File: config.mk
export PLATFORM = sky130hd
export DESIGN_NAME = rmf_top
export DESIGN_NICKNAME = d
export VERILOG_FILES = /design/src/rtl/rmf_pkg.sv /design/src/rtl/rmf_top.sv
export SDC_FILE = /design/constraint.sdc
export NUM_CORES = 1
export LEC_CHECK = 0
export ABC_AREA = 0
export BUFFER_PORTS_ARGS = -buffer_cell sky130_fd_sc_hd__buf_2
export CAP_MARGIN = 20
export CORE_MARGIN = 8
export CORE_UTILIZATION = 63
export CTS_BUF_LIST = sky130_fd_sc_hd__clkbuf_2
export DETAILED_ROUTE_END_ITERATION = 7
export PLACE_DENSITY = 0.87
export SLEW_MARGIN = 20
export SYNTH_ARGS = -nofsm -noshare
export SYNTH_HDL_FRONTEND = slang
export SYNTH_SLANG_ARGS = --single-unit
File: constraint.sdc
create_clock -name mclk -period 15.65 [get_ports mclk]
set_input_delay 0.7825 -clock mclk [delete_from_list [all_inputs] [get_ports mclk]]
set_output_delay 0.7825 -clock mclk [all_outputs]
set_load 0.05 [all_outputs]
File: src/rtl/rmf_pkg.sv
// Constants, register map and path modes of the receive rate match FIFO
//Function
//- Match pattern is a software programmed 20-bit value
//- Find control then skip; deletes only once aligned, inserts without sync check
//- Add or drop skips against clock offset
//- Single width: insert four at most, cluster five
//- Single width: delete four at most, keep one
//- Single width: drop the symbol that fills
//- Single width: emit one pad symbol on empty
//- Double width: insert whole skip pairs, unlimited
//- Double width: delete whole skip pairs only
//- Double width: drop whole word that fills
//- Double width: emit pad pair on empty
//- Low latency takes the one-flop bypass path, FIFO unused
//- Low latency bypasses matching, coding bit still sets fabric width
//- Disabled adds FIFO latency, bypassed adds one flop
//- Transmit bit-slip always reported inactive
//- Blocks selectable, deskew never usable
//- Lane width 8/10/16/20, fabric width by coding
//- Byte serializer doubles fabric width, halves clock
`default_nettype none

package rmf_pkg;

    localparam int SYM_W  = 10;                       // One lane symbol
    localparam int WORD_W = 20;                       // Two lanes
    localparam int DEPTH  = 16;                       // FIFO entries
    localparam int IDX_W  = 4;                        // Entry index
    localparam int PTR_W  = 5;                        // Pointer with wrap
    localparam int CTRL_W = 8;                        // Control width
    localparam int PAT_W  = 20;                       // Pattern width
    localparam int CNT_W  = 16;                       // Event counters
    localparam int ADDR_W = 4;                        // Register address
    localparam int DATA_W = 32;                       // Register data

    localparam logic [PTR_W-1:0] LVL_FULL = 5'h0F;    // Last free slot
    localparam logic [PTR_W-1:0] LVL_HI   = 5'h0A;    // Delete threshold
    localparam logic [PTR_W-1:0] LVL_LO   = 5'h06;    // Insert threshold

    localparam logic [2:0] SW_INS_MAX = 3'h4;         // Inserts per cluster
    localparam logic [2:0] SW_DEL_MAX = 3'h4;         // Deletes per cluster
    localparam logic [2:0] SW_CLU_MAX = 3'h5;         // Cluster size cap
    localparam logic [2:0] CNT_ONE    = 3'h1;         // First skip seen

    // Pad code group: K flag in bit 8, byte FE below
    localparam logic [SYM_W-1:0] PAD_SYM = 10'h1FE;

    // Register offsets
    localparam logic [ADDR_W-1:0] OFF_CTRL = 4'h0;
    localparam logic [ADDR_W-1:0] OFF_PAT  = 4'h4;
    localparam logic [ADDR_W-1:0] OFF_STAT = 4'h8;
    localparam logic [ADDR_W-1:0] OFF_CNT  = 4'hC;

    // Control field positions
    localparam int CB_EN  = 0;                        // Rate match enable
    localparam int CB_DW  = 1;                        // Double width
    localparam int CB_BYP = 2;                        // Rate match bypass
    localparam int CB_LL  = 3;                        // Low latency
    localparam int CB_SER = 4;                        // Byte serializer
    localparam int CB_ENC = 5;                        // Coded stream
    localparam int CB_LW  = 6;                        // Lane width, 2 bits

    localparam logic [CTRL_W-1:0] CTRL_RST = 8'h00;
    localparam logic [PAT_W-1:0]  PAT_RST  = 20'h00000;

    // Lane width codes and bit counts
    localparam logic [1:0] LW_8  = 2'h0;
    localparam logic [1:0] LW_10 = 2'h1;
    localparam logic [1:0] LW_16 = 2'h2;
    localparam logic [7:0] W8    = 8'h08;
    localparam logic [7:0] W10   = 8'h0A;
    localparam logic [7:0] W16   = 8'h10;
    localparam logic [7:0] W20   = 8'h14;

    // Status field positions
    localparam int SB_LVL  = 0;                       // Level, 5 bits
    localparam int SB_FULL = 5;
    localparam int SB_EMP  = 6;
    localparam int SB_RUN  = 7;
    localparam int SB_FAB  = 8;                       // Fabric width, 8 bits
    localparam int SB_SLIP = 16;                      // Tx bit-slip active
    localparam int SB_DSK  = 17;                      // Deskew usable
    localparam int SB_HALF = 18;                      // Fabric clock halved

    // Path through the block
    typedef enum logic [1:0] {
        RMF_OFF,                                      // Disabled: plain FIFO
        RMF_RUN,                                      // Rate matching
        RMF_BYP                                       // Bypassed: one flop
    } rmf_path_t;

endpackage : rmf_pkg

`default_nettype wire

File: src/rtl/rmf_top.sv
// Receive rate match FIFO with skip insert/delete and register port
`default_nettype none

module rmf_top (
    input  wire logic                            mclk,
    input  wire logic                            rst_n,
    input  wire logic [rmf_pkg::ADDR_W-1:0]      reg_addr,
    input  wire logic [rmf_pkg::DATA_W-1:0]      reg_wdata,
    input  wire logic                            reg_wr,
    input  wire logic                            reg_rd,
    output logic      [rmf_pkg::DATA_W-1:0]      reg_rdata,
    input  wire logic                            sync_ok,
    input  wire logic                            in_valid,
    input  wire logic [rmf_pkg::WORD_W-1:0]      in_data,
    input  wire logic                            rd_tick,
    output logic                                 out_valid,
    output logic      [rmf_pkg::WORD_W-1:0]      out_data,
    output logic                                 out_pad
);

    // Register file
    logic [rmf_pkg::CTRL_W-1:0] ctrl_r;               // Mode control
    logic [rmf_pkg::PAT_W-1:0]  pat_r;                // Control+skip pattern
    logic [rmf_pkg::CNT_W-1:0]  ins_tot_r;            // Insert events
    logic [rmf_pkg::CNT_W-1:0]  del_tot_r;            // Delete events
    logic [rmf_pkg::DATA_W-1:0] rdata_r;              // Read data stage

    // FIFO storage and pointers
    logic [rmf_pkg::WORD_W-1:0] mem_r [rmf_pkg::DEPTH];
    logic [rmf_pkg::PTR_W-1:0]  wr_ptr_r;
    logic [rmf_pkg::PTR_W-1:0]  rd_ptr_r;

    // Write side cluster tracking
    logic [rmf_pkg::SYM_W-1:0]  wprev_r;              // Last symbol written
    logic                       wclu_r;               // Inside a cluster
    logic [2:0]                 wdel_r;               // Deletes this cluster

    // Read side cluster tracking
    logic [rmf_pkg::SYM_W-1:0]  rprev_r;              // Last symbol sent
    logic                       rclu_r;               // Inside a cluster
    logic                       rskip_r;              // Last output was skip
    logic [2:0]                 rcnt_r;               // Skips sent in cluster
    logic [2:0]                 ins_r;                // Inserts this cluster

    // Output stage
    logic                       out_valid_r;
    logic [rmf_pkg::WORD_W-1:0] out_data_r;
    logic                       out_pad_r;

    // Mode decode
    wire dw     = ctrl_r[rmf_pkg::CB_DW];
    wire ser    = ctrl_r[rmf_pkg::CB_SER];
    wire enc    = ctrl_r[rmf_pkg::CB_ENC];
    wire [1:0] lw = ctrl_r[rmf_pkg::CB_LW +: 2];
    wire [rmf_pkg::SYM_W-1:0] ctl = pat_r[rmf_pkg::SYM_W-1:0];
    wire [rmf_pkg::SYM_W-1:0] skp = pat_r[rmf_pkg::PAT_W-1:rmf_pkg::SYM_W];

    // Low latency or explicit bypass removes the block from the path
    wire byp_sel = ctrl_r[rmf_pkg::CB_BYP] | ctrl_r[rmf_pkg::CB_LL];
    wire run_sel = ctrl_r[rmf_pkg::CB_EN] & enc;
    rmf_pkg::rmf_path_t path;
    assign path = byp_sel ? rmf_pkg::RMF_BYP :
                  run_sel ? rmf_pkg::RMF_RUN : rmf_pkg::RMF_OFF;
    wire run = (path == rmf_pkg::RMF_RUN);
    wire use_fifo = (path != rmf_pkg::RMF_BYP);

    // Fill level; both pointers live on mclk, enables set the two rates
    wire [rmf_pkg::PTR_W-1:0] lvl = wr_ptr_r - rd_ptr_r;
    wire r_empty = (lvl == '0);

    // Write side pattern search on aligned data only
    wire [rmf_pkg::SYM_W-1:0] w_lo = in_data[rmf_pkg::SYM_W-1:0];
    wire [rmf_pkg::SYM_W-1:0] w_hi =
        in_data[rmf_pkg::WORD_W-1:rmf_pkg::SYM_W];
    wire w_look  = run & sync_ok & in_valid;
    wire w_skip  = (w_lo == skp);
    wire w_pair  = w_skip & (w_hi == skp);
    wire w_start = (wprev_r == ctl) & w_skip;
    wire w_cs    = (w_lo == ctl) & (w_hi == skp);
    wire w_startd = (wprev_r == ctl) & w_pair;
    wire w_in_sw = w_skip & (wclu_r | w_start);
    wire w_in_dw = w_pair & (wclu_r | w_startd);

    // Single width: never the opening skip, so one always stays
    wire w_del_sw = w_look & ~dw & w_in_sw & ~w_start &
                    (lvl >= rmf_pkg::LVL_HI) &
                    (wdel_r < rmf_pkg::SW_DEL_MAX);
    // Double width: a whole skip pair at a time, no count limit
    wire w_del_dw = w_look & dw & w_in_dw &
                    (lvl >= rmf_pkg::LVL_HI);
    wire w_del = w_del_sw | w_del_dw;

    // A write into the last slot is dropped whole
    wire w_full = (lvl == rmf_pkg::LVL_FULL);
    wire w_push = in_valid & use_fifo & ~w_del & ~w_full;

    // Next cluster state of the write side
    wire w_clu_nxt = dw ? (w_cs | w_in_dw) : w_in_sw;
    wire [rmf_pkg::SYM_W-1:0] w_last = dw ? w_hi : w_lo;

    // Read side: head word and insert decision
    wire [rmf_pkg::WORD_W-1:0] head = mem_r[rd_ptr_r[rmf_pkg::IDX_W-1:0]];
    wire h_skip = (head[rmf_pkg::SYM_W-1:0] == skp);
    wire h_pair = h_skip & (head[rmf_pkg::WORD_W-1:rmf_pkg::SYM_W] == skp);
    wire r_low  = run & rd_tick & ~r_empty & (lvl <= rmf_pkg::LVL_LO);
    // Insert only at the cluster's end, so its size is known
    wire r_ins_sw = r_low & ~dw & rclu_r & rskip_r & ~h_skip &
                    (ins_r < rmf_pkg::SW_INS_MAX) &
                    (rcnt_r < rmf_pkg::SW_CLU_MAX);
    wire r_ins_dw = r_low & dw & rclu_r & rskip_r & ~h_pair;
    wire r_ins = r_ins_sw | r_ins_dw;
    wire r_pop = rd_tick & use_fifo & ~r_empty & ~r_ins;
    wire r_pad = rd_tick & run & r_empty;

    // Word leaving the FIFO side this cycle
    wire [rmf_pkg::WORD_W-1:0] pad_word = dw ?
        {rmf_pkg::PAD_SYM, rmf_pkg::PAD_SYM} :
        {{rmf_pkg::SYM_W{1'b0}}, rmf_pkg::PAD_SYM};
    wire [rmf_pkg::WORD_W-1:0] o_word =
        r_pad ? pad_word : (r_ins ? out_data_r : head);
    wire o_go = r_pop | r_ins | r_pad;
    wire [rmf_pkg::SYM_W-1:0] o_lo = o_word[rmf_pkg::SYM_W-1:0];
    wire [rmf_pkg::SYM_W-1:0] o_hi =
        o_word[rmf_pkg::WORD_W-1:rmf_pkg::SYM_W];
    wire o_skip  = (o_lo == skp);
    wire o_pair  = o_skip & (o_hi == skp);
    wire o_start = dw ? (((o_lo == ctl) & (o_hi == skp)) |
                         ((rprev_r == ctl) & o_pair)) :
                        ((rprev_r == ctl) & o_skip);
    wire o_clu   = o_start | (rclu_r & (dw ? o_pair : o_skip));
    wire o_sk    = dw ? o_pair : o_skip;

    // Fabric width report from lane width, coding and serializer
    wire [7:0] lane_bits = (lw == rmf_pkg::LW_8)  ? rmf_pkg::W8  :
                           (lw == rmf_pkg::LW_10) ? rmf_pkg::W10 :
                           (lw == rmf_pkg::LW_16) ? rmf_pkg::W16 :
                                                    rmf_pkg::W20;
    wire [7:0] fab_base = enc ? (dw ? rmf_pkg::W16 : rmf_pkg::W8)
                              : lane_bits;
    wire [7:0] fab_bits = ser ? {fab_base[6:0], 1'b0} : fab_base;

    // Status word; bit-slip and deskew read as permanently off
    logic [rmf_pkg::DATA_W-1:0] stat_w;
    always_comb begin
        stat_w = '0;
        stat_w[rmf_pkg::SB_LVL +: rmf_pkg::PTR_W] = lvl;
        stat_w[rmf_pkg::SB_FULL] = w_full;
        stat_w[rmf_pkg::SB_EMP]  = r_empty;
        stat_w[rmf_pkg::SB_RUN]  = run;
        stat_w[rmf_pkg::SB_FAB +: 8] = fab_bits;
        stat_w[rmf_pkg::SB_SLIP] = 1'b0;
        stat_w[rmf_pkg::SB_DSK]  = 1'b0;
        stat_w[rmf_pkg::SB_HALF] = ser;
    end

    // Register decode and read mux
    wire sel_ctrl = (reg_addr == rmf_pkg::OFF_CTRL);
    wire sel_pat  = (reg_addr == rmf_pkg::OFF_PAT);
    wire sel_stat = (reg_addr == rmf_pkg::OFF_STAT);
    wire sel_cnt  = (reg_addr == rmf_pkg::OFF_CNT);
    wire [rmf_pkg::DATA_W-1:0] rd_mux =
        sel_ctrl ? {{(rmf_pkg::DATA_W-rmf_pkg::CTRL_W){1'b0}}, ctrl_r} :
        sel_pat  ? {{(rmf_pkg::DATA_W-rmf_pkg::PAT_W){1'b0}}, pat_r} :
        sel_stat ? stat_w :
        sel_cnt  ? {del_tot_r, ins_tot_r} : '0;
    wire cnt_clr = reg_wr & sel_cnt;

    // Control and pattern registers
    always_ff @(posedge mclk or negedge rst_n) begin
        if (!rst_n) begin
            ctrl_r <= rmf_pkg::CTRL_RST;
            pat_r  <= rmf_pkg::PAT_RST;
        end else if (reg_wr) begin
            if (sel_ctrl) begin
                ctrl_r <= reg_wdata[rmf_pkg::CTRL_W-1:0];
            end
            if (sel_pat) begin
                pat_r <= reg_wdata[rmf_pkg::PAT_W-1:0];
            end
        end
    end

    // Read data appears the cycle after the strobe, zero otherwise
    always_ff @(posedge mclk or negedge rst_n) begin
        if (!rst_n) begin
            rdata_r <= '0;
        end else begin
            rdata_r <= reg_rd ? rd_mux : '0;
        end
    end

    // Event counters; an event in the clearing cycle still counts
    always_ff @(posedge mclk or negedge rst_n) begin
        if (!rst_n) begin
            ins_tot_r <= '0;
            del_tot_r <= '0;
        end else begin
            if (cnt_clr) begin
                ins_tot_r <= rmf_pkg::CNT_W'(r_ins);
                del_tot_r <= rmf_pkg::CNT_W'(w_del);
            end else begin
                if (r_ins && ins_tot_r != '1) begin
                    ins_tot_r <= ins_tot_r + 1'b1;
                end
                if (w_del && del_tot_r != '1) begin
                    del_tot_r <= del_tot_r + 1'b1;
                end
            end
        end
    end

    // FIFO storage, no reset needed on the data
    always_ff @(posedge mclk) begin
        if (w_push) begin
            mem_r[wr_ptr_r[rmf_pkg::IDX_W-1:0]] <= in_data;
        end
    end

    // Pointers; a bypass empties the FIFO so a later return starts clean
    always_ff @(posedge mclk or negedge rst_n) begin
        if (!rst_n) begin
            wr_ptr_r <= '0;
            rd_ptr_r <= '0;
        end else if (!use_fifo) begin
            rd_ptr_r <= wr_ptr_r;
        end else begin
            if (w_push) begin
                wr_ptr_r <= wr_ptr_r + 1'b1;
            end
            if (r_pop) begin
                rd_ptr_r <= rd_ptr_r + 1'b1;
            end
        end
    end

    // Write side cluster state
    always_ff @(posedge mclk or negedge rst_n) begin
        if (!rst_n) begin
            wprev_r <= '0;
            wclu_r  <= 1'b0;
            wdel_r  <= '0;
        end else if (w_look) begin
            wprev_r <= w_last;
            wclu_r  <= w_clu_nxt;
            if (w_start || w_startd || w_cs || !w_clu_nxt) begin
                wdel_r <= '0;
            end else if (w_del_sw) begin
                wdel_r <= wdel_r + 1'b1;
            end
        end
    end

    // Read side cluster state, fed by every word sent
    always_ff @(posedge mclk or negedge rst_n) begin
        if (!rst_n) begin
            rprev_r <= '0;
            rclu_r  <= 1'b0;
            rskip_r <= 1'b0;
            rcnt_r  <= '0;
            ins_r   <= '0;
        end else if (o_go) begin
            rprev_r <= dw ? o_hi : o_lo;
            rclu_r  <= o_clu;
            rskip_r <= o_sk;
            if (o_start) begin
                rcnt_r <= rmf_pkg::CNT_ONE;
                ins_r  <= '0;
            end else if (o_clu && rcnt_r != '1) begin
                rcnt_r <= rcnt_r + 1'b1;
            end
            if (r_ins_sw) begin
                ins_r <= ins_r + 1'b1;
            end
        end
    end

    // Output stage: bypass is the single flop, else the FIFO side
    always_ff @(posedge mclk or negedge rst_n) begin
        if (!rst_n) begin
            out_valid_r <= 1'b0;
            out_data_r  <= '0;
            out_pad_r   <= 1'b0;
        end else begin
            case (path)
                rmf_pkg::RMF_BYP: begin
                    out_valid_r <= in_valid;
                    out_data_r  <= in_data;
                    out_pad_r   <= 1'b0;
                end
                rmf_pkg::RMF_OFF, rmf_pkg::RMF_RUN: begin
                    out_valid_r <= o_go;
                    out_pad_r   <= r_pad;
                    if (o_go) begin
                        out_data_r <= o_word;
                    end
                end
                default: begin
                    out_valid_r <= 1'b0;
                    out_pad_r   <= 1'b0;
                end
            endcase
        end
    end

    assign out_valid = out_valid_r;
    assign out_data  = out_data_r;
    assign out_pad   = out_pad_r;
    assign reg_rdata = rdata_r;
endmodule : rmf_top

`default_nettype wire

==> results.ini, run 1 <==
[setup_path]
ff2ff_setup_slack_ns = 8.91
cp-start-kind = flop
rr_endpoint = rcnt_r[2]
crit_required_ns = 16.61
path_cells = buf_4, mux4_2, mux2i_1, xnor2_1, nor4b_1, o21ai_0, nor4_2, a221oi_4, buf_4, mux2i_1, xnor2_1, nand4_1, nor4_1, or2_2, nor3_2, a22o_1
crit_fanout = 59
r2r-start = rd_ptr_r[1]
cp_slowest_cell = nor4_1
end_kind = flop
reg2reg_depth = 16
path_class = flop to flop
crit_arrival_ns = 7.70
max_stage_delay_ns = 0.81

[routing]
postRouteAntennaNets = 0
drt-initial-drc-count = 1780
vias = 14700
wl_um = 56900
drc = 0
drt_pass1_iterations = 6
routed_via_density = 6.37
avgRoutedWirePerCell_um = 24.7

[floorplanning]
rows = 68
dieWidth_um = 202
start_util_pct = 63.7
io_pins = 117
dieHeight_um = 202
core_um2 = 34400
die-area_um2 = 41000

[timing]
rsz0062_at_grt = false
fin_crit_sh_pct = 43.1
tightest_slew_ns = 1.17
clock.fmax_mhz = 148
min_period_ns = 6.74
slew-limit-headroom_pct = 21.5
skew_ns = 0.120
slew_violations = 0
setup_ws_ns = 8.91
hold_violations = 0
timing.hold.ws_ns = 0.106
setup_violations = 0
tns_ns = 0

[cells_and_area]
drive_above_1_share_pct = 24.3
final_area_um2 = 24000
synthToLayoutAreaGrowth_pct = 9.67
n_fill_cell = 2289
nets = 1837

[placement]
hpwl_um = 36500
portBuffers = 104
placed_cell_area_um2 = 22800
gp_congestion = 0.940
dp_slack_ns = 9.04

[power]
power_w = 0.00406
leakagePower_nw = 9.37
peakVddDrop_mv = 0.146
powerDensity_nw_per_um2 = 169

[yosys]
synth_nets = 1667
ys_ff_latch = 476
synth_area_um2 = 21900
synth.area.top_cells = edfxtp_1, dfrtp_1, mux2i_1
synth_edf_count = 320
synth_warnings = 0
syn_inst = 1588
avgSynthCellArea_um2 = 13.8
synth.top_cell.area_share_pct = 43.9
synth_top_cell_by_area = edfxtp_1
synth_ff_type = edfxtp_1
synth-seq-area-share_pct = 61.7
synth_cell_types = 73
postSynth.asyncResetShare_pct = 32.8

[cts]
clkLatencyLatePin_ns = 1.09
cts_resized = 0
postCtsHoldBufs = 23
cts_root_buffer = clkbuf_2
cts_tree = built
clk_pin_slew_ns = 0.11
post_cts_buffers = 0
cts_buffers = 111
h-tree-depth = 3
cts.sinks = 476
clockBufferDepth = 3

[status]
outcome = finished clean

[global_routing]
grtUsageMet1_pct = 35.1
grtUsageMet3_pct = 8.02
grt_pass1_vias = 15100
gr-usage-all-layers_pct = 27.7
grt_first_pass_wirelength_um = 86900
grt_busiest_layer = met2
antenna_found_initial = 1
grt_max_degree = 82
gr-total-overflow = 0
met2_usage_pct = 44.0

[worst_hold_path]
min_path_cells = 3
holdPathEnd = reg_rdata[1]
hold_start = reg_addr[0]
hp-class = primary input to flop

[job]
drv_cap = 0

-- worst max path at each step --
stage	from	endpoint	slack [ns]	cells past startpoint
floorplan	rd_ptr_r[1]	mem_r[3][0]	10.60	15
global placement	rd_ptr_r[1]	rcnt_r[1]	9.24	16
detailed placement	rd_ptr_r[1]	rcnt_r[2]	9.04	16
CTS	rd_ptr_r[1]	rcnt_r[2]	9.08	16
global route	rd_ptr_r[1]	rcnt_r[2]	8.63	16
finish	rd_ptr_r[1]	rcnt_r[2]	8.91	16
-- stage by stage --
stage               util (%)  std cells
floorplan                  -       1588
global placement        66.2       2077
detailed placement      66.2       2077
CTS                     69.8       2299
global route            69.9       2300
finish                  69.9       2301
-- cells in the final DEF (no fill, tap or decap), drive strengths merged, types with 49 or more instances in the layout --
master	Yosys	final
edfxtp	320	320
nand2	118	118
clkbuf	52	172
o21ai	72	72
dfrtp	156	156
xnor2	76	76
mux2	50	50
xor2	49	49
mux4	60	60
mux2i	112	112
nor2	102	102
buf	43	129
-- layer usage --
metal	wire (µm)	vias up	share of wire, %
li1	-	6323	-
met1	21000	7160	37
met2	26400	939	47
met3	6880	243	12
met4	2530	0	4.4
met5	0	-	0
-- Yosys cell counts, drive strengths merged, types with 4 or more instances --
cell / n
o22ai: 10
edfxtp: 320
a21o: 4
a221oi: 6
mux2i: 112
ha: 15
inv: 28
or2: 8
a221o: 4
nor4: 18
and2: 20
nor3: 23
nand2: 118
nor2: 102
a211oi: 14
nor4b: 5
xnor2: 76
a21oi: 47
a22oi: 21
nand4: 18
or3: 12
mux2: 50
mux4: 60
and3: 16
buf: 43
a22o: 7
dfrtp: 156
xor2: 49
clkbuf: 52
nor2b: 21
o21ai: 72
nand2b: 13
nand3: 27
-- where the power goes --
group	internal (W)	switching, W
clock network	0.000307	0.000489
logic	0.000632	0.000969
registers	0.00148	0.000183
-- logic make-up (layout without fill, tap and decap cells) --
kind of cell	Yosys count	count (layout)	synth area share (%)
other cells	0	2	0
buf+inv	125	381	2.76
xor+xnor	125	125	5.00
flops	476	476	61.7
fa+ha+maj	16	16	0.949
compound gates	217	217	6.43
simple gates	407	407	9.02
mux	222	222	14.1
-- area by class of cell --
cell class,instances,area [µm²],area share [%]
clock inverter,27,140,0.584
inverter,30,113,0.469
timing repair buffer,152,948,3.95
tap,455,569,2.37
clock buffer,172,861,3.58
multi-input combinational,987,7860,32.7
antenna,2,5.00,0.0208
sequential,476,13500,56.3
-- state kept, by name, indices dropped and copies added, names as in the netlist --
| signal | flops |
|---|---|
| mem_r | 320 |
| reg_rdata | 32 |
| out_data | 20 |
| pat_r | 20 |
| del_tot_r | 16 |
| ins_tot_r | 16 |
| rprev_r | 10 |
| wprev_r | 10 |
| ctrl_r | 8 |
| rd_ptr_r | 5 |
| wr_ptr_r | 5 |
| ins_r | 3 |
| rcnt_r | 3 |
| wdel_r | 3 |
| out_pad | 1 |
| out_valid | 1 |
| rclu_r | 1 |
| rskip_r | 1 |
| wclu_r | 1 |
-- critical path: cells and delay by family, from the launching register on --
family / cells / cell delay (ns)
compound gates: 3 / 1.31
simple gates: 6 / 1.52
xor+xnor: 2 / 0.39
mux: 3 / 1.49
flops: 1 / 0.67
buf+inv: 2 / 1.25
Power figures use the tool's default switching activity.
==> inputs of run 2 (changes only) <==
ABC_AREA = 1   (was 0)
clock period = 7 ns   (was 15.65 ns; I/O delays follow)
==> run 2 against run 1 <==
  * Sequential share of layout area is 2.6 points lower
  * Cell count is 40% higher
  * Worst hold slack worse by 0.023 ns
  * Sequential cell count stayed put
  * Synthesized cell count is 56% higher
  * Non-clock buffer count is 35 higher
  * Clock power is 130% higher
  * Global-route usage is 3.4 points higher
  * Synthesized area is 4.0% higher
  * Setup slack worse by 7.0 ns
  * Clock skew is 0.029 ns lower
  * Critical path type unchanged
==> results.ini, run 2 <==
[floorplanning]
dieHeight_um = 206
core_um2 = 35600
rows = 69
start_util_pct = 64.0
dieWidth_um = 206
die-area_um2 = 42500
io_pins = 117

[cts]
post_cts_buffers = 0
cts_root_buffer = clkbuf_2
cts_tree = built
clk_pin_slew_ns = 0.11
cts.sinks = 476
cts_buffers = 113
clockBufferDepth = 3
h-tree-depth = 3
clkLatencyLatePin_ns = 1.11

[placement]
placed_cell_area_um2 = 23500
gp_congestion = 0.972
hpwl_um = 42400
portBuffers = 104
dp.cells = 2962

[yosys]
postSynth.asyncResetShare_pct = 32.8
synth_area_um2 = 22800
synth-seq-area-share_pct = 59.4
synth_top_cell_by_area = edfxtp_1
synth_ff_type = edfxtp_1
synth.top_cell.area_share_pct = 42.2
synth_cell_types = 50
synth_edf_count = 320
synth_nets = 2559
avgSynthCellArea_um2 = 9.18
synth_warnings = 0
synth_top_cells_by_count = nand2_1, edfxtp_1, inv_1, nor2_1, nand3_1
synth.area.top_cells = edfxtp_1, dfrtp_1, nand2_1
ys_ff_latch = 476
syn_inst = 2480
synth_most_common_cell = nand2_1

[timing]
tightest_slew_ns = 1.04
tns_ns = 0
timing.hold.ws_ns = 0.0829
slew_violations = 0
fin_crit_sh_pct = 73.2
min_period_ns = 5.13
slew-limit-headroom_pct = 30.5
rsz0062_at_grt = false
skew_ns = 0.0906
clock.fmax_mhz = 195
hold_violations = 0
setup_violations = 0

[cells_and_area]
final_area_um2 = 25200
final_cell_mix = nand2_1, edfxtp_1, inv_1, nor2_1, nand3_1
post-route-util_pct = 70.8
final_cells = 3230
n_fill_cell = 2580
nets = 2754
largest_register_ffs = 320
drive_above_1_share_pct = 13.9
final_common_cell = nand2_1
synthToLayoutAreaGrowth_pct = 10.7

[setup_path]
cp-start-kind = flop
crit_fanout = 71
ff2ff_setup_slack_ns = 1.87
rr_endpoint = rcnt_r[2]
crit_arrival_ns = 6.12
worstSetupEndpoint = rcnt_r[2]
critPathBufInv = 5
reg2reg_depth = 29
path_class = flop to flop
max_stage_delay_ns = 0.77
end_kind = flop
cp_num_cells = 29
cp_slowest_cell = dfrtp_2
crit_start = rd_ptr_r[1]
critPathTopFamily = simple AND/OR/NAND/NOR gates
crit_required_ns = 7.99
r2r-start = rd_ptr_r[1]
crit_top_cell = nand2_1

[global_routing]
gr-usage-all-layers_pct = 31.1
grt_max_degree = 132
grt_first_pass_wirelength_um = 102000
antenna_found_initial = 1
grt_pass1_vias = 18800
gr-total-overflow = 0

[routing]
drc = 0
routed_via_density = 5.91
vias = 19100
postRouteAntennaNets = 0
wl_um = 65700
drt-initial-drc-count = 2484
drt_pass1_iterations = 6
avgRoutedWirePerCell_um = 20.4

[power]
p_comb_share_pct = 41.7
seqPwrFrac_pct = 39.2
power.internal_w = 0.00525
peakVddDrop_mv = 0.270
p_switching_w = 0.00432
power.share.switching_pct = 45.1
powerDensity_nw_per_um2 = 380
leakagePower_nw = 11.4
p_clk_share_pct = 19.1

[job]
drv_cap = 0

[worst_hold_path]
hp-class = primary input to flop
min_path_cells = 4

[status]
outcome = finished clean

[run 2: what timing repair did]
item                                    in CTS  in global routing
gates resized for setup                      0                  0
hold endpoints to repair                   490                  0
endpoints found under the setup margin       0                  0
hold buffers                                59                  0
[run 2: through the flow]
| stage | power, W | setup slack [ns] |
|---|---|---|
| global placement | 0.00751 | 2.19 |
| global route | 0.0101 | 1.56 |
| CTS | 0.00948 | 1.98 |
| detailed placement | 0.00765 | 2.08 |
| finish | 0.00956 | 1.87 |
| floorplan | 0.00656 | 3.46 |
[run 2: worst min-delay path by stage]
| stage | start | end |
|---|---|---|
| after floorplan | rst_n | ctrl_r[0] |
| after global placement | rst_n | reg_rdata[27] |
| after detailed placement | rst_n | ins_tot_r[10] |
| after CTS | reg_wdata[0] | ctrl_r[0] |
| after global routing | reg_wdata[0] | ctrl_r[0] |
| final | reg_wdata[4] | pat_r[4] |
[run 2: kinds of logic after synthesis]
group | share of synthesized area, %
and+or+nand+nor | 23.5
DFF | 59.4
AOI/OAI and AO/OA | 7.40
adders and majority gates | 0.912
buffers and inverters | 7.58
xor gates and xnor gates | 1.27
[run 2: tightest hold or removal path, delay by kind of cell]
family                 cells  cell delay (ns)
buffers and inverters      3             0.71
AO/OA/AOI/OAI              1             0.08
[run 2: layout make-up]
class | count | area [µm²] | area share (%)
tap | 461 | 577 | 2.29
inverter | 293 | 1100 | 4.39
clock inverter | 35 | 184 | 0.730
sequential | 476 | 13500 | 53.7
timing repair buffer | 187 | 1340 | 5.30
antenna | 1 | 2.50 | 0.00993
clock buffer | 173 | 866 | 3.44
multi-input combinational | 1604 | 7600 | 30.2
[run 2: power by group through the flow]
stage	clock, W	combinational (W)	sequential, W
2_1_floorplan	0	0.00276	0.00380
3_3_place_gp	0	0.00374	0.00377
3_5_place_dp	0	0.00387	0.00379
4_1_cts	0.00183	0.00392	0.00373
5_1_grt	0.00197	0.00437	0.00377
6_report	0.00182	0.00399	0.00375
[run 2: metal layers]
layer  GRT usage, %  vias to the layer above  routed length (µm)
li1               -                     8654                   -
met1           40.7                     8926               24800
met4           15.5                        0                3060
met2           48.8                     1269               30400
met5              0                        -                   0
met3           6.61                      236                7460
==> inputs of run 3 (changes only) <==
ABC_AREA = 0   (was 1)
clock period = 4.8 ns   (was 7 ns; I/O delays follow)
==> run 3 against run 2 <==
  * Clock power up 45%
  * Global-route usage down 1.1 points
  * Non-clock buffer count up 118
  * Cell area up 2.3%
  * Wire length down 2.6%
  * Critical path depth down 10
  * Worst hold slack better by 0.037 ns
  * Clock skew up 0.028 ns
==> results.ini, run 3 (synthesis results as in run 1) <==
[cts]
cts_tree = built
h-tree-depth = 3
cts_buffers = 112
clockBufferDepth = 3
clkLatencyLatePin_ns = 1.09
clk_pin_slew_ns = 0.10
cts.sinks = 476
cts_root_buffer = clkbuf_2

[routing]
avgRoutedWirePerCell_um = 26.0
postRouteAntennaNets = 0
vias = 15800
drt_pass1_iterations = 8
drc = 0
routed_via_density = 6.44
wl_um = 64000
drt-initial-drc-count = 2051

[floorplanning]
die-area_um2 = 41000
start_util_pct = 63.7
core_um2 = 34400
dieHeight_um = 202
io_pins = 117
rows = 68
dieWidth_um = 202

[setup_path]
rr_endpoint = rcnt_r[2]
crit_required_ns = 5.79
path_class = flop to flop
reg2reg_depth = 19
crit_arrival_ns = 5.74
end_kind = flop
ff2ff_setup_slack_ns = 0.06
cp-start-kind = flop
r2r-start = rd_ptr_r[1]
crit_fanout = 10

[placement]
placed_cell_area_um2 = 23400
dp.cells = 2143
hpwl_um = 39500
dp_slack_ns = 0.0232
portBuffers = 104
gp_congestion = 0.951

[cells_and_area]
final_common_cell = edfxtp_1
final_cells = 2457
largest_register_ffs = 320
final_cell_mix = edfxtp_1, clkbuf_2, dfrtp_1, nand2_1
post-route-util_pct = 74.9
n_fill_cell = 2075
nets = 1991
layout.area.seq_um2 = 13500
multi_input_area_um2 = 8090
drive_above_1_share_pct = 29.1
final_area_um2 = 25800
synthToLayoutAreaGrowth_pct = 17.6

[global_routing]
antenna_found_initial = 3
gr-usage-all-layers_pct = 30.0
grt_max_degree = 113
gr-total-overflow = 0
grt_pass1_vias = 16000
grt_first_pass_wirelength_um = 93300

[power]
peakVddDrop_mv = 0.464
powerDensity_nw_per_um2 = 561
leakagePower_nw = 10.2

[timing]
clock.fmax_mhz = 211
min_period_ns = 4.74
tightest_slew_ns = 1.18
hold_violations = 0
fin_crit_sh_pct = 98.8
skew_ns = 0.119
rsz0062_at_grt = true
setup_ws_ns = 0.0556
slew-limit-headroom_pct = 21.2
slew_violations = 0
setup_violations = 0

[status]
outcome = finished clean

[worst_hold_path]
hp-class = primary input to flop
holdPathEnd = reg_rdata[18]
min_path_cells = 5
hold_start = reg_addr[1]

[job]
drv_cap = 0

run 3: cell types whose count changed in the layout (fill, tap and decap cells not counted), moves of 19 or more:
cell / delta
mux2i_1: +100
inv_1: -246
nor2_1: -146
mux4_2: +52
nand3_1: -177
o21ai_0: -28
dlygate4sd3_1: +19
mux2_2: +46
o21ai_1: -32
xnor2_1: +59
buf_4: +82
nand2_1: -590
xor2_1: +31
run 3: worst max-delay path by stage:
stage | start | to | depth (start not counted)
2_1_floorplan | rd_ptr_r[1] | rcnt_r[1] | 20
3_3_place_gp | rd_ptr_r[1] | rcnt_r[1] | 16
3_5_place_dp | rd_ptr_r[1] | rcnt_r[2] | 17
4_1_cts | rd_ptr_r[1] | rcnt_r[2] | 18
5_1_grt | rd_ptr_r[0] | rcnt_r[2] | 17
6_report | rd_ptr_r[1] | rcnt_r[2] | 19
run 3: final cells by class:
cell class	instances	share of cell area, %
sequential	476	52.5
multi-input combinational	987	31.4
timing repair buffer	305	9.52
clock buffer	173	3.36
tap	455	2.21
clock inverter	27	0.549
inverter	30	0.442
antenna	4	0.0389
run 3: stage by stage:
stage / total power [W] / setup TNS [ns] / hold slack (ns)
finish: 0.0145 / 0 / 0.120
CTS: 0.0137 / 0 / 0.0185
floorplan: 0.00917 / -0.0153 / -0.0556
global placement: 0.0109 / 0 / 0.427
global route: 0.0151 / -0.219 / 0.0260
detailed placement: 0.0111 / 0 / 0.444
run 3: what timing repair did:
item                                    in CTS  in global routing
gates cloned                                 0                  3
buffers inserted                             2                 27
endpoints found under the hold margin      560                  0
hold buffers                                78                  0
endpoints found under the setup margin       2                  8
resized for setup                            2                 55
pin swaps                                    1                 18
run 3: routing by layer:
metal / share of wire (%) / GRT usage, % / vias up
met5: 0.083 / 0 / -
met4: 5.1 / 15.8 / 2
met3: 13 / 8.12 / 249
met2: 47 / 47.5 / 1183
met1: 35 / 37.5 / 7752
li1: - / - / 6638
run 3: power breakdown:
part	switching, W	internal (W)
logic	0.00369	0.00281
clock network	0.00162	0.00100
registers	0.000496	0.00483
run 3: critical path, stage by stage, from the launching register on:
cell       delay [ns]
dfrtp_4          0.58
clkbuf_16        0.21
buf_12           0.14
buf_4            0.14
nor2_4           0.23
a22oi_1          0.19
nand2_1          0.13
nand2_1          0.07
a41o_1           0.27
a311o_1          0.40
a221oi_4         0.40
buf_6            0.24
mux2_2           0.43
xor2_1           0.16
nand4_1          0.13
nor4_2           0.06
buf_4            0.16
or2_2            0.30
nor3_2           0.23
a22o_1           0.17
